$ cat src/hdl/dtc_pkg.sv
// Shared constants for the dual timer with capture and reload.
package dtc_pkg;
  localparam int unsigned DATA_W = 32;
  localparam int unsigned TMR_W = 16;
  // Register byte offsets.
  localparam logic [7:0] OFS_AUX_CTRL = 8'h00;
  localparam logic [7:0] OFS_CORE_CTRL = 8'h04;
  localparam logic [7:0] OFS_AUX_TIMER = 8'h08;
  localparam logic [7:0] OFS_CORE_TIMER = 8'h0c;
  localparam logic [7:0] OFS_CAPTURE_RELOAD_REG = 8'h10;
  localparam logic [7:0] OFS_IRQ_STATUS = 8'h14;
  localparam logic [7:0] OFS_IRQ_MASK = 8'h18;
  // Timer control field positions.
  localparam int unsigned CTL_RUN = 0;
  localparam int unsigned CTL_DOWN = 1;
  localparam int unsigned CTL_EXT_DIR = 2;
  localparam int unsigned CTL_SRC_LO = 3;
  localparam int unsigned CTL_SRC_HI = 4;
  localparam int unsigned CTL_PRE_LO = 5;
  localparam int unsigned CTL_PRE_HI = 7;
  localparam int unsigned CTL_EDGE_LO = 8;
  localparam int unsigned CTL_EDGE_HI = 9;
  localparam int unsigned CTL_OUT_EN = 10;
  localparam int unsigned CTL_RELOAD = 11;
  localparam int unsigned CTL_CLR_CAP = 12;
  localparam int unsigned CTL_CAP_LO = 13;
  localparam int unsigned CTL_CAP_HI = 14;
  localparam int unsigned CTL_CAP_CNT_IN = 15;
  localparam int unsigned CTL_CAP_DIR_IN = 16;
  localparam int unsigned CTL_W = 17;
  localparam logic [CTL_W-1:0] CTL_RESET = 17'h00000;
  // Count source selection.
  localparam logic [1:0] SRC_PRESCALE = 2'h0;
  localparam logic [1:0] SRC_EXT_PIN = 2'h1;
  localparam logic [1:0] SRC_TOGGLE = 2'h2;
  // Interrupt status bits.
  localparam int unsigned IRQ_AUX_WRAP = 0;
  localparam int unsigned IRQ_CORE_WRAP = 1;
  localparam int unsigned IRQ_CAPTURE = 2;
  localparam int unsigned IRQ_W = 3;
  // Finest count granularity in system clocks.
  localparam int unsigned MIN_TICK_CYCLES = 2;
  localparam int unsigned PRE_W = 10;
  // AXI responses.
  localparam logic [1:0] RESP_OKAY = 2'h0;
  localparam logic [1:0] RESP_SLVERR = 2'h2;
endpackage : dtc_pkg

$ cat src/hdl/dtc_sync.sv
// Three-stage input synchroniser with agreement filter.
`timescale 1ns/1ps
`default_nettype none
module dtc_sync (
  input wire logic aclk, // System clock.
  input wire logic aresetn, // Synchronous reset, active low.
  input wire logic din, // Asynchronous pin.
  output logic dout // Filtered level.
);
  typedef struct packed {
    logic s1;
    logic s2;
    logic s3;
    logic q;
  } dtc_sync_state_t;
  dtc_sync_state_t st;
  dtc_sync_state_t next_st;

  // The first stage feeds only the second; the level moves once stages two and three agree.
  always_comb begin
    next_st = st;
    next_st.s1 = din;
    next_st.s2 = st.s1;
    next_st.s3 = st.s2;
    if (st.s2 == st.s3) begin
      next_st.q = st.s3;
    end
  end

  // State register.
  always_ff @(posedge aclk) begin
    if (!aresetn) begin
      st <= '0;
    end else begin
      st <= next_st;
    end
  end

  assign dout = st.q;
endmodule // dtc_sync
`default_nettype wire

$ cat src/hdl/dtc_timer.sv
// One 16-bit up/down timer with prescaler, source and direction selection.
`timescale 1ns/1ps
`default_nettype none
module dtc_timer #(
  parameter int unsigned WIDTH = 16 // Timer width.
) (
  input wire logic aclk, // System clock.
  input wire logic aresetn, // Synchronous reset, active low.
  input wire logic [dtc_pkg::CTL_W-1:0] ctrl, // Control word.
  input wire logic ext_cnt, // Synchronised external count level.
  input wire logic ext_dir, // Synchronised external direction level.
  input wire logic toggle_cnt, // Toggle latch level used as clock.
  input wire logic load, // Load strobe, wins over counting.
  input wire logic [WIDTH-1:0] load_val, // Value to load.
  output logic [WIDTH-1:0] count, // Current timer value.
  output logic wrap // One-cycle pulse on overflow or underflow.
);
  typedef struct packed {
    logic [dtc_pkg::PRE_W-1:0] pre;
    logic [WIDTH-1:0] cnt;
    logic ext_q;
    logic tog_q;
    logic wrap;
  } dtc_timer_state_t;
  dtc_timer_state_t st;
  dtc_timer_state_t next_st;
  logic [2:0] pre_sel;
  logic [1:0] src;
  logic [1:0] edge_sel;
  logic down;
  logic tick;
  logic ext_rise;
  logic ext_fall;
  logic [dtc_pkg::PRE_W-1:0] pre_term;

  initial begin
    if (WIDTH < 2) begin
      $error("dtc_timer width too small");
    end
  end

  assign pre_sel = ctrl[dtc_pkg::CTL_PRE_HI:dtc_pkg::CTL_PRE_LO];
  assign src = ctrl[dtc_pkg::CTL_SRC_HI:dtc_pkg::CTL_SRC_LO];
  assign edge_sel = ctrl[dtc_pkg::CTL_EDGE_HI:dtc_pkg::CTL_EDGE_LO];
  // Software direction, or the external level when selected.
  assign down = ctrl[dtc_pkg::CTL_EXT_DIR] ? ext_dir : ctrl[dtc_pkg::CTL_DOWN];
  assign ext_rise = ext_cnt && !st.ext_q;
  assign ext_fall = !ext_cnt && st.ext_q;
  // Prescaler period is MIN_TICK_CYCLES shifted by the selection, never finer.
  assign pre_term = dtc_pkg::PRE_W'((dtc_pkg::MIN_TICK_CYCLES << pre_sel) - 1);

  // Count tick from the selected source.
  always_comb begin
    tick = 1'b0;
    case (src)
      dtc_pkg::SRC_PRESCALE: tick = (st.pre == pre_term);
      dtc_pkg::SRC_EXT_PIN: tick = (edge_sel[0] && ext_rise) || (edge_sel[1] && ext_fall);
      dtc_pkg::SRC_TOGGLE: tick = toggle_cnt != st.tog_q;
      default: tick = 1'b0;
    endcase
    tick = tick && ctrl[dtc_pkg::CTL_RUN];
  end

  // Next state: prescaler, edge history, count and wrap pulse.
  always_comb begin
    next_st = st;
    next_st.ext_q = ext_cnt;
    next_st.tog_q = toggle_cnt;
    next_st.wrap = 1'b0;
    if (!ctrl[dtc_pkg::CTL_RUN] || st.pre == pre_term) begin
      next_st.pre = '0;
    end else begin
      next_st.pre = st.pre + 1'b1;
    end
    if (load) begin
      next_st.cnt = load_val;
    end else if (tick) begin
      if (down) begin
        next_st.cnt = st.cnt - 1'b1;
        next_st.wrap = (st.cnt == '0);
      end else begin
        next_st.cnt = st.cnt + 1'b1;
        next_st.wrap = (st.cnt == '1);
      end
      // A reload replaces the wrapped value on the wrapping tick itself.
      if (next_st.wrap && ctrl[dtc_pkg::CTL_RELOAD]) begin
        next_st.cnt = load_val;
      end
    end
  end

  // State register.
  always_ff @(posedge aclk) begin
    if (!aresetn) begin
      st <= '0;
    end else begin
      st <= next_st;
    end
  end

  assign count = st.cnt;
  assign wrap = st.wrap;
endmodule // dtc_timer
`default_nettype wire

$ cat src/hdl/dtc_top.sv
// Dual timer with shared capture/reload register and AXI4-Lite register access.
`timescale 1ns/1ps
`default_nettype none
// Functional notes
// - Timers advance at most every two clocks.
// - Each timer counts prescaled clock or pin events.
// - Direction from software or external level.
// - Auxiliary direction input is internal only.
// - Toggle latch inverts on every core wrap.
// - Latch clocks auxiliary timer; drives toggle pin.
// - Core wraps offered to capture/compare unit.
// - Core wrap may trigger capture register reload.
// - Capture pin edge copies auxiliary timer.
// - Optional clear of auxiliary timer after capture.
// - First module inputs may trigger capture.
// - Timers and capture register are 16 bits.
module dtc_top #(
  parameter int unsigned TMR_W = dtc_pkg::TMR_W // Timer width.
) (
  input wire logic aclk, // System clock, 40 MHz.
  input wire logic aresetn, // Synchronous reset, active low.
  input wire logic [7:0] s_axi_awaddr, // Write address.
  input wire logic s_axi_awvalid, // Write address valid.
  output logic s_axi_awready, // Write address ready.
  input wire logic [31:0] s_axi_wdata, // Write data.
  input wire logic [3:0] s_axi_wstrb, // Write strobes.
  input wire logic s_axi_wvalid, // Write data valid.
  output logic s_axi_wready, // Write data ready.
  output logic [1:0] s_axi_bresp, // Write response.
  output logic s_axi_bvalid, // Write response valid.
  input wire logic s_axi_bready, // Write response ready.
  input wire logic [7:0] s_axi_araddr, // Read address.
  input wire logic s_axi_arvalid, // Read address valid.
  output logic s_axi_arready, // Read address ready.
  output logic [31:0] s_axi_rdata, // Read data.
  output logic [1:0] s_axi_rresp, // Read response.
  output logic s_axi_rvalid, // Read data valid.
  input wire logic s_axi_rready, // Read data ready.
  input wire logic aux_count_pin, // Auxiliary timer external count pin.
  input wire logic core_count_pin, // Core timer external count pin.
  input wire logic core_direction_input, // Core timer external direction pin.
  input wire logic capture_input_pin, // Capture trigger pin.
  input wire logic first_module_count_input, // First module core timer count pin.
  input wire logic first_module_direction_input, // First module core timer direction pin.
  output logic toggle_output_pin, // Toggle latch output.
  output logic core_wrap_event, // Pulse to the capture/compare unit timers.
  output logic irq // Level interrupt.
);
  typedef struct packed {
    logic [dtc_pkg::CTL_W-1:0] aux_ctrl;
    logic [dtc_pkg::CTL_W-1:0] core_ctrl;
    logic [TMR_W-1:0] capture_reload_reg;
    logic core_toggle_latch;
    logic [dtc_pkg::IRQ_W-1:0] irq_status;
    logic [dtc_pkg::IRQ_W-1:0] irq_mask;
    logic cap_q;
    logic fm_cnt_q;
    logic fm_dir_q;
    logic aw_full;
    logic [7:0] aw_addr;
    logic w_full;
    logic [31:0] w_data;
    logic [3:0] w_strb;
    logic bvalid;
    logic [1:0] bresp;
    logic rvalid;
    logic [31:0] rdata;
    logic [1:0] rresp;
    logic out_pin;
  } dtc_top_state_t;
  dtc_top_state_t st;
  dtc_top_state_t next_st;

  logic aux_cnt_s;
  logic core_cnt_s;
  logic core_dir_s;
  logic cap_s;
  logic fm_cnt_s;
  logic fm_dir_s;
  logic [TMR_W-1:0] aux_count;
  logic [TMR_W-1:0] core_count;
  logic aux_wrap;
  logic core_wrap;
  logic aux_load;
  logic [TMR_W-1:0] aux_load_val;
  logic core_load;
  logic [TMR_W-1:0] core_load_val;
  logic capture;
  logic [dtc_pkg::CTL_W-1:0] aux_ctrl_eff;
  logic wr_go;
  logic [31:0] wr_val;
  logic [31:0] rd_val;
  logic [1:0] rd_resp;
  logic [5:0] pin_in;
  logic [5:0] pin_sync;
  logic [dtc_pkg::IRQ_W-1:0] irq_set;

  initial begin
    if (TMR_W != dtc_pkg::TMR_W) begin
      $error("dtc_top timer width must be 16");
    end
  end

  // Every pin passes the three-stage synchroniser.
  assign pin_in = {first_module_direction_input, first_module_count_input, capture_input_pin,
    core_direction_input, core_count_pin, aux_count_pin};
  generate
    for (genvar i = 0; i < 6; i++) begin : g_sync
      dtc_sync u_sync (
        .aclk(aclk),
        .aresetn(aresetn),
        .din(pin_in[i]),
        .dout(pin_sync[i])
      );
    end
  endgenerate
  assign aux_cnt_s = pin_sync[0];
  assign core_cnt_s = pin_sync[1];
  assign core_dir_s = pin_sync[2];
  assign cap_s = pin_sync[3];
  assign fm_cnt_s = pin_sync[4];
  assign fm_dir_s = pin_sync[5];

  // Capture on selected capture pin edges, or on any edge of a first module input enabled by CTL_CAP_CNT_IN or CTL_CAP_DIR_IN.
  always_comb begin
    capture = 1'b0;
    if (st.aux_ctrl[dtc_pkg::CTL_CAP_LO] && cap_s && !st.cap_q) begin
      capture = 1'b1;
    end
    if (st.aux_ctrl[dtc_pkg::CTL_CAP_HI] && !cap_s && st.cap_q) begin
      capture = 1'b1;
    end
    if (st.aux_ctrl[dtc_pkg::CTL_CAP_CNT_IN] && (fm_cnt_s != st.fm_cnt_q)) begin
      capture = 1'b1;
    end
    if (st.aux_ctrl[dtc_pkg::CTL_CAP_DIR_IN] && (fm_dir_s != st.fm_dir_q)) begin
      capture = 1'b1;
    end
  end

  // Clear after capture; it beats a software write of the timer.
  assign aux_load = capture && st.aux_ctrl[dtc_pkg::CTL_CLR_CAP];
  assign aux_load_val = '0;

  // Reload on wrap belongs to the core timer alone.
  always_comb begin
    aux_ctrl_eff = st.aux_ctrl;
    aux_ctrl_eff[dtc_pkg::CTL_RELOAD] = 1'b0;
  end

  // The auxiliary direction is only internal: its external level is tied low.
  dtc_timer #(.WIDTH(TMR_W)) u_aux (
    .aclk(aclk),
    .aresetn(aresetn),
    .ctrl(aux_ctrl_eff),
    .ext_cnt(aux_cnt_s),
    .ext_dir(1'b0),
    .toggle_cnt(st.core_toggle_latch),
    .load(aux_load || (wr_go && st.aw_addr == dtc_pkg::OFS_AUX_TIMER)),
    .load_val(aux_load ? aux_load_val : wr_val[TMR_W-1:0]),
    .count(aux_count),
    .wrap(aux_wrap)
  );

  // Core timer; outside a write it is offered the reload value, which it takes on the
  // wrapping tick itself, so the wrapped value never stands.
  assign core_load = wr_go && st.aw_addr == dtc_pkg::OFS_CORE_TIMER;
  assign core_load_val = core_load ? wr_val[TMR_W-1:0] : st.capture_reload_reg;
  dtc_timer #(.WIDTH(TMR_W)) u_core (
    .aclk(aclk),
    .aresetn(aresetn),
    .ctrl(st.core_ctrl),
    .ext_cnt(core_cnt_s),
    .ext_dir(core_dir_s),
    .toggle_cnt(1'b0),
    .load(core_load),
    .load_val(core_load_val),
    .count(core_count),
    .wrap(core_wrap)
  );

  // Write takes place once both address and data are held.
  assign wr_go = st.aw_full && st.w_full && !st.bvalid;
  always_comb begin
    wr_val = 32'h00000000;
    for (int b = 0; b < 4; b++) begin
      if (st.w_strb[b]) begin
        wr_val[8*b +: 8] = st.w_data[8*b +: 8];
      end
    end
  end

  // Read multiplexer with error answer for unmapped offsets.
  always_comb begin
    rd_val = 32'h00000000;
    rd_resp = dtc_pkg::RESP_OKAY;
    case (s_axi_araddr)
      dtc_pkg::OFS_AUX_CTRL: rd_val[dtc_pkg::CTL_W-1:0] = st.aux_ctrl;
      dtc_pkg::OFS_CORE_CTRL: rd_val[dtc_pkg::CTL_W-1:0] = st.core_ctrl;
      dtc_pkg::OFS_AUX_TIMER: rd_val[TMR_W-1:0] = aux_count;
      dtc_pkg::OFS_CORE_TIMER: rd_val[TMR_W-1:0] = core_count;
      dtc_pkg::OFS_CAPTURE_RELOAD_REG: rd_val[TMR_W-1:0] = st.capture_reload_reg;
      dtc_pkg::OFS_IRQ_STATUS: rd_val[dtc_pkg::IRQ_W-1:0] = st.irq_status;
      dtc_pkg::OFS_IRQ_MASK: rd_val[dtc_pkg::IRQ_W-1:0] = st.irq_mask;
      default: rd_resp = dtc_pkg::RESP_SLVERR;
    endcase
  end

  assign irq_set = {capture, core_wrap, aux_wrap};

  // Register file, bus handshakes and toggle latch.
  always_comb begin
    next_st = st;
    next_st.cap_q = cap_s;
    next_st.fm_cnt_q = fm_cnt_s;
    next_st.fm_dir_q = fm_dir_s;
    if (core_wrap) begin
      next_st.core_toggle_latch = !st.core_toggle_latch;
    end
    next_st.out_pin = st.core_toggle_latch && st.core_ctrl[dtc_pkg::CTL_OUT_EN];
    if (s_axi_awvalid && s_axi_awready) begin
      next_st.aw_full = 1'b1;
      next_st.aw_addr = s_axi_awaddr;
    end
    if (s_axi_wvalid && s_axi_wready) begin
      next_st.w_full = 1'b1;
      next_st.w_data = s_axi_wdata;
      next_st.w_strb = s_axi_wstrb;
    end
    if (wr_go) begin
      next_st.aw_full = 1'b0;
      next_st.w_full = 1'b0;
      next_st.bvalid = 1'b1;
      next_st.bresp = dtc_pkg::RESP_OKAY;
      case (st.aw_addr)
        dtc_pkg::OFS_AUX_CTRL: next_st.aux_ctrl = wr_val[dtc_pkg::CTL_W-1:0];
        dtc_pkg::OFS_CORE_CTRL: next_st.core_ctrl = wr_val[dtc_pkg::CTL_W-1:0];
        dtc_pkg::OFS_CAPTURE_RELOAD_REG: next_st.capture_reload_reg = wr_val[TMR_W-1:0];
        dtc_pkg::OFS_IRQ_STATUS: next_st.irq_status = st.irq_status & ~wr_val[dtc_pkg::IRQ_W-1:0];
        dtc_pkg::OFS_IRQ_MASK: next_st.irq_mask = wr_val[dtc_pkg::IRQ_W-1:0];
        dtc_pkg::OFS_AUX_TIMER: next_st.bresp = dtc_pkg::RESP_OKAY;
        dtc_pkg::OFS_CORE_TIMER: next_st.bresp = dtc_pkg::RESP_OKAY;
        default: next_st.bresp = dtc_pkg::RESP_SLVERR;
      endcase
    end
    // Capture beats a simultaneous software write of the register.
    if (capture) begin
      next_st.capture_reload_reg = aux_count;
    end
    // Hardware set wins over a write-one clear in the same cycle.
    next_st.irq_status = next_st.irq_status | irq_set;
    if (st.bvalid && s_axi_bready) begin
      next_st.bvalid = 1'b0;
    end
    if (s_axi_arvalid && s_axi_arready) begin
      next_st.rvalid = 1'b1;
      next_st.rdata = rd_val;
      next_st.rresp = rd_resp;
    end else if (st.rvalid && s_axi_rready) begin
      next_st.rvalid = 1'b0;
    end
  end

  // State register.
  always_ff @(posedge aclk) begin
    if (!aresetn) begin
      st <= '0;
      st.aux_ctrl <= dtc_pkg::CTL_RESET;
      st.core_ctrl <= dtc_pkg::CTL_RESET;
    end else begin
      st <= next_st;
    end
  end

  // One address and one data word are held at a time; reads answer the cycle after.
  assign s_axi_awready = !st.aw_full;
  assign s_axi_wready = !st.w_full;
  assign s_axi_bvalid = st.bvalid;
  assign s_axi_bresp = st.bresp;
  assign s_axi_arready = !st.rvalid;
  assign s_axi_rvalid = st.rvalid;
  assign s_axi_rdata = st.rdata;
  assign s_axi_rresp = st.rresp;
  assign toggle_output_pin = st.out_pin;
  assign core_wrap_event = core_wrap;
  assign irq = |(st.irq_status & st.irq_mask);
endmodule // dtc_top
`default_nettype wire

$ cat config.mk
export PLATFORM = sky130hd
export DESIGN_NAME = dtc_top
export DESIGN_NICKNAME = d
export VERILOG_FILES = /design/src/hdl/dtc_pkg.sv /design/src/hdl/dtc_sync.sv /design/src/hdl/dtc_timer.sv /design/src/hdl/dtc_top.sv
export SDC_FILE = /design/constraint.sdc
export NUM_CORES = 1
export LEC_CHECK = 0
export BUFFER_PORTS_ARGS = -buffer_cell sky130_fd_sc_hd__buf_2
export CORE_MARGIN = 2
export CORE_UTILIZATION = 25
export CTS_BUF_LIST = sky130_fd_sc_hd__clkbuf_8 sky130_fd_sc_hd__clkbuf_16
export CTS_CLUSTER_DIAMETER = 150
export DETAILED_ROUTE_END_ITERATION = 10
export GPL_TIMING_DRIVEN = 0
export PLACE_DENSITY = 0.46
export SYNTH_ARGS = -nofsm -noshare
export SYNTH_HDL_FRONTEND = slang
export SYNTH_SLANG_ARGS = --single-unit
export TNS_END_PERCENT = 10
$ cat constraint.sdc
create_clock -name aclk -period 2.8 [get_ports aclk]
set_clock_uncertainty 0.05 [all_clocks]
set_input_delay 0.42 -clock aclk [delete_from_list [all_inputs] [get_ports aclk]]
set_output_delay 0.42 -clock aclk [all_outputs]
set_load 0.03 [all_outputs]
## After elaboration in Yosys (flattened, before gate mapping)

Index checks and enable logic that the tools add are counted.

- Output and inout port bits: 44
- Register bits: 195
- Word-level logic and storage cells: 206

- Reductions and logical operators: 70
- Add/subtract/negate cells: 8
- Bitwise gates (word level): 7
- Equal/unequal tests: 29
- Mux-type cells: 37
- Shift-type cells: 2

Operator list:

| cell | count |
|---|---|
| $mux 16 | 12 |
| $pmux 13 s5 | 1 |
| $eq 8x5->1 const B | 6 |
| $add 16x1->16 const B | 2 |
| $eq 16x16->1 const B | 2 |
| $eq 8x4->1 const B | 4 |
| $logic_not 16->1 | 2 |
| $sub 16x1->16 const B | 2 |
| $logic_and 1x1->1 | 28 |
| $pmux 3 s7 | 1 |
| $add 10x1->10 const B | 2 |
| $eq 10x10->1 | 2 |
| $shl 2x3->10 const A | 2 |
| $sub 10x1->10 const B | 2 |
| $eq 8x3->1 const B | 2 |
| $logic_not 8->1 | 2 |
| $mux 8 | 2 |
| $reduce_or 7->1 | 2 |
| $logic_not 1->1 | 13 |
| $mux 1 | 13 |
| $reduce_bool 2->1 | 5 |
| $reduce_or 3->1 | 3 |
| $reduce_and 2->1 | 4 |
| $reduce_or 2->1 | 4 |
| other kinds (15) | 35 |

## Depth between registers and ports, before layout

- Depth in word-level cells: 12
- Mapped depth: 13

## Hierarchy

A second synthesis with hierarchy kept.

- Cell total of the unflattened synthesis: 1385
- Area, all modules: 11344.6 um2

Modules (own cells, without submodules):

| module | instances | area each (um2) | cells each | sequential area each (um2) |
|---|---|---|---|---|
| dtc_top | 1 | 5829.3 | 695 | 2242.2 |
| dtc_timer | 2 | 2408.6 | 315 | 580.6 |
| dtc_sync | 6 | 116.4 | 10 | 80.1 |

## Worst setup path before layout

No wires, ideal clock.

- Kind: register to register
- From: register st[118] in the netlist's numbering
- To: register u_core.st, in the netlist u_core.count[11]
- Arrival: 2826 ps
- Required time: 2616 ps
- Stages on the path, launching flop included: 13
- Path buffers: 3
- Slack: -210 ps
- Period minus slack after synthesis: 3010 ps
- Cells stage by stage: dfxtp_1 -> clkbuf_1 -> or3_1 -> ha_1 -> buf_4 -> or3b_1 -> a41oi_1 -> a211oi_1 -> nor4_2 -> o2111ai_2 -> buf_2 -> a221oi_1 -> o32ai_1

- Longest elaborated chain between the ends: 6

RTL lines:

| element | RTL line | text |
|---|---|---|
| start: declaration | dtc_top.sv:71 | `dtc_top_state_t st;` |
| start signal: assignment | dtc_top.sv:271 | `st <= next_st;` |
| $shl 2x3->10 | dtc_timer.sv:50 | `assign pre_term = dtc_pkg::PRE_W'((dtc_pkg::MIN_TICK_CYCLES << pre_sel) - 1);` |
| $sub 10x1->10 | dtc_timer.sv:50 |  |
| $eq 10x10->1 | dtc_timer.sv:56 | `dtc_pkg::SRC_PRESCALE: tick = (st.pre == pre_term);` |
| $pmux 1 s3 | dtc_timer.sv:55 | `case (src)` |
| $logic_and 1x1->1 | dtc_timer.sv:61 | `tick = tick && ctrl[dtc_pkg::CTL_RUN];` |
| $reduce_bool 2->1 (no source line) | -- |  |
| end signal: assignment | dtc_timer.sv:97 | `st <= next_st;` |
| end: declaration | dtc_timer.sv:25 | `dtc_timer_state_t st;` |

No other way between the ends.
A chain may end at the register's enable or synchronous reset.

## Worst setup path in the final report

- From: register st[118] in the netlist's numbering
- To: register u_core.st, in the netlist u_core.count[0]

Same word-level chain as after synthesis.

==> metrics.log <==
INFO  metric status = finished, violations left
INFO  metric failing_checks = setup timing
INFO  metric detailedPlacementHpwl = 29330 µm
INFO  metric place_congestion = 0.8962
INFO  metric number_of_flops_mapped_to_enable_cells_by_yosys = 0
INFO  metric maxCapViolCount = 0
INFO  metric clkSlewWorstSetupHoldPaths = 0.08 ns
INFO  metric n_antenna_cell = 0
INFO  metric setup_repair_after_global_routing_missed_its_margin = yes
INFO  metric slew_at_the_pin_closest_to_its_max_slew_limit = 0.9580 ns
INFO  metric post_synth_instance_area = 10390 µm²
INFO  metric dieWidth = 207.8 µm
INFO  metric layoutNonFillerInstCount = 1972
INFO  metric yosysTopAreaCellShare = 0.3720
INFO  metric via_per_inst = 5.097
INFO  metric min_path_type = input port to flip-flop
INFO  metric coreArea = 40920 µm²
INFO  metric hold_slack = 0.1200 ns
INFO  metric ctsHtreeMaxLevel = 4
INFO  metric globalRouteTotalUtil = 0.1766
INFO  metric finalSetupViolations = 35
INFO  metric endpoint_kind = flip-flop
INFO  metric grt_pass1_wl = 58450 µm
INFO  metric grt_pass1_vias = 9586
INFO  metric vdd.ir_drop.worst = 0.4031 mV
INFO  metric drive_gt1_frac = 0.1743
INFO  metric timing.critical_path.from_type = flip-flop
INFO  metric ys.warnings.count = 0
INFO  metric hold_viol_final = 0
INFO  metric timing.slew.headroom = 0.3614
INFO  metric wl_per_cell = 19.76 µm
INFO  metric port-buffer-count = 75
INFO  metric starting_utilization_of_the_core_area = 0.2538
INFO  metric fin_crit_sh = 1.091
INFO  metric largest_fanout_on_the_critical_path = 8
INFO  metric worstSkewPairLatency = 0.45 ns
INFO  metric finalMaxSlewViolations = 0
INFO  metric floorplan.die_area = 43200 µm²
INFO  metric top_level_ports = 109
INFO  metric cts_tree = yes
INFO  metric netlist_instances = 1297
INFO  metric worst-endpoint-arrival = 3.35 ns
INFO  metric synth.yosys.seq_area_share = 0.3720
INFO  metric syn_to_layout_area_delta = 22.50%
INFO  metric detail_route.iter0.violations = 773
INFO  metric summed_negative_setup_slack_over_all_endpoints = -4.239 ns
INFO  metric cts.sinks = 193
INFO  metric drt_wl_total = 38970 µm
INFO  metric routed-via-count = 10051
INFO  metric ff_latch_count_synth = 193
INFO  metric antenna_violations_before_repair = 1
INFO  metric netlist-cell-type-count = 81
INFO  metric fillerInstances = 4434
INFO  metric grt_overflow_total = 0
INFO  metric cts_inserted_buffers = 17
INFO  metric final_period_minus_worst_setup_slack = 3.056 ns
INFO  metric fmax = 327.3 MHz
INFO  metric netlist_top_cells_area = dfxtp_1, nor2_1, a21oi_1, nand2_1, ha_1
INFO  metric postSynth.topFlopCell = dfxtp_1
INFO  metric crit_type = flip-flop to flip-flop
INFO  metric antenna_violating_nets_post_route = 0
INFO  metric placedCellCount = 1920
INFO  metric power.density_cell_area = 466.8 nW/µm²
INFO  metric drt_first_pass_iters = 8
INFO  metric synthArstFlopShare = 0
INFO  metric place_ws = -1.283 ns
INFO  metric cts_root_buf = clkbuf_16
INFO  metric drt_drc_violations_left = 0
INFO  metric post-route-worst-setup-slack = -0.2557 ns
INFO  metric final_core_util = 0.3109
INFO  metric num-nets-final = 1526
INFO  metric number_of_rows_created_at_floorplan = 74
INFO  metric grt_start_max_net_pins = 19
INFO  metric synth_area_per_cell = 8.009 µm²
INFO  metric power.static_leakage = 4.736 nW
INFO  metric die_h = 207.8 µm
INFO  metric worstPathRequired = 3.09 ns
INFO  metric post_synthesis_cell_type_with_the_largest_combined_area = dfxtp_1
INFO  metric cts_buffer_depth = 2
-- final timing paths --
path | from | endpoint | slack, ns | cells past startpoint
worst max-delay path | st[118] | u_core.count[0] | -0.26 | 10
worst max register to register | st[118] | u_core.count[0] | -0.26 | 10
worst min register to register | g_sync[2].u_sync.next_st[2] | g_sync[2].u_sync.next_st[1] | 0.38 | 1
worst min-delay path | s_axi_rready | s_axi_rvalid | 0.12 | 2
-- what timing repair did --
action                                  4_1_cts  5_1_grt
pin swaps                                    35       10
gates cloned                                  2        0
gates resized for setup                      59       38
hold endpoints to repair                      0        0
hold buffers                                  0        0
endpoints found under the setup margin       54       69
buffers inserted                             19        4
-- metal layers --
layer  routed length (µm)  up-vias  track usage  share of wire
li1                     -     4874            -              -
met1                17610     4761       0.2366           0.45
met2                17730      355       0.2824           0.45
met3                 2317       61      0.02935          0.059
met4                 1318        0      0.06970          0.034
met5                    0        -            0              0
-- power by group --
| part | switching [mW] | total, mW | internal (mW) |
|---|---|---|---|
| clock network | 1.20 | 2.67 | 1.47 |
| registers | 0.0454 | 2.84 | 2.80 |
| logic | 0.290 | 0.429 | 0.139 |
-- cells in the mapped netlist (6+ instances only) --
cell / count
nor2b_1: 12
nor4_1: 13
or3_1: 8
and3_1: 11
and2_1: 31
nand4_1: 18
dfxtp_1: 193
inv_1: 32
a22oi_1: 9
a21o_1: 8
xor2_1: 23
clkbuf_1: 58
nand2_1: 122
a211oi_1: 21
o21ai_0: 46
o21ai_1: 6
nor3_1: 15
nand3_1: 40
buf_2: 7
a222oi_1: 17
mux2i_1: 20
nand2b_1: 14
buf_4: 41
o22ai_1: 10
ha_1: 32
nor2_1: 196
a221oi_1: 17
nand3b_1: 9
a21oi_1: 138
xnor2_1: 26
a31oi_1: 7
-- worst max-delay path, cell delays in order (launching register included) --
cell	delay [ns]
dfxtp_4	0.35
or3_4	0.40
ha_4	0.27
xnor2_4	0.13
a2111oi_4	0.30
o221ai_2	0.17
nor4_4	0.33
o2111ai_4	0.33
buf_6	0.23
mux2i_1	0.12
o311a_1	0.28
-- cells in the final DEF (no fill, tap or decap), drive strengths merged, types with 6 or more instances in the layout --
cell type / synthesis / layout
o221ai: 6 / 6
nand3: 40 / 40
nand2: 122 / 122
clkbuf: 58 / 74
a22oi: 9 / 9
or3: 8 / 8
nand2b: 14 / 14
nand3b: 9 / 9
dfxtp: 193 / 193
a221oi: 18 / 18
inv: 32 / 39
nor4: 15 / 15
ha: 32 / 32
xnor2: 26 / 26
xor2: 23 / 23
nand4: 18 / 18
nor3: 16 / 16
nor2: 196 / 196
a21oi: 138 / 138
and2: 31 / 31
nor2b: 12 / 12
mux2i: 21 / 21
a31oi: 7 / 7
a222oi: 17 / 17
o21ai: 53 / 53
a211oi: 22 / 22
conb: 1 / 17
buf: 48 / 145
and3: 11 / 11
a21o: 8 / 8
o22ai: 10 / 10
-- per-stage QoR --
step,area [µm²],total power [mW]
6_report,12720,5.940
3_5_place_dp,11530,3.332
4_1_cts,12530,5.997
5_1_grt,12720,6.146
2_1_floorplan,10490,3.165
3_3_place_gp,11530,3.329
-- kinds of logic (layout without fill, tap and decap cells) --
kind of cell,Yosys count,in the layout,synth area share
buf+inv,138,265,0.06553
other cells,1,17,0.0003610
mux,21,21,0.02144
xor+xnor,49,49,0.04132
simple gates,516,516,0.2352
compound gates,345,345,0.2218
fa+ha+maj,34,34,0.04240
flops,193,193,0.3720
-- flip-flops by register name, indices dropped and copies added, names as in the netlist --
register	flops
g_sync.u_sync.dout	6
u_core.count	16
u_core.st	11
g_sync.u_sync.st	6
st	74
u_aux.st	12
s_axi_bresp	1
s_axi_rresp	1
toggle_output_pin	1
u_core.wrap	1
s_axi_rvalid	1
aux_ctrl_eff	16
s_axi_rdata	17
s_axi_bvalid	1
g_sync.u_sync.next_st	12
u_aux.wrap	1
u_aux.count	16
-- cell type report --
type                            instances  area [µm²]  area share
Tap cell                              532       665.6     0.05231
Inverter                               32       127.6     0.01003
Clock buffer                           18       439.2     0.03451
Buffer                                102       600.6     0.04720
Timing Repair Buffer                   99       566.8     0.04454
Multi-Input combinational cell        982        6252      0.4913
Sequential cell                       193        3882      0.3051
Clock inverter                         14       190.2     0.01495
(Power assumes the default switching activity.)
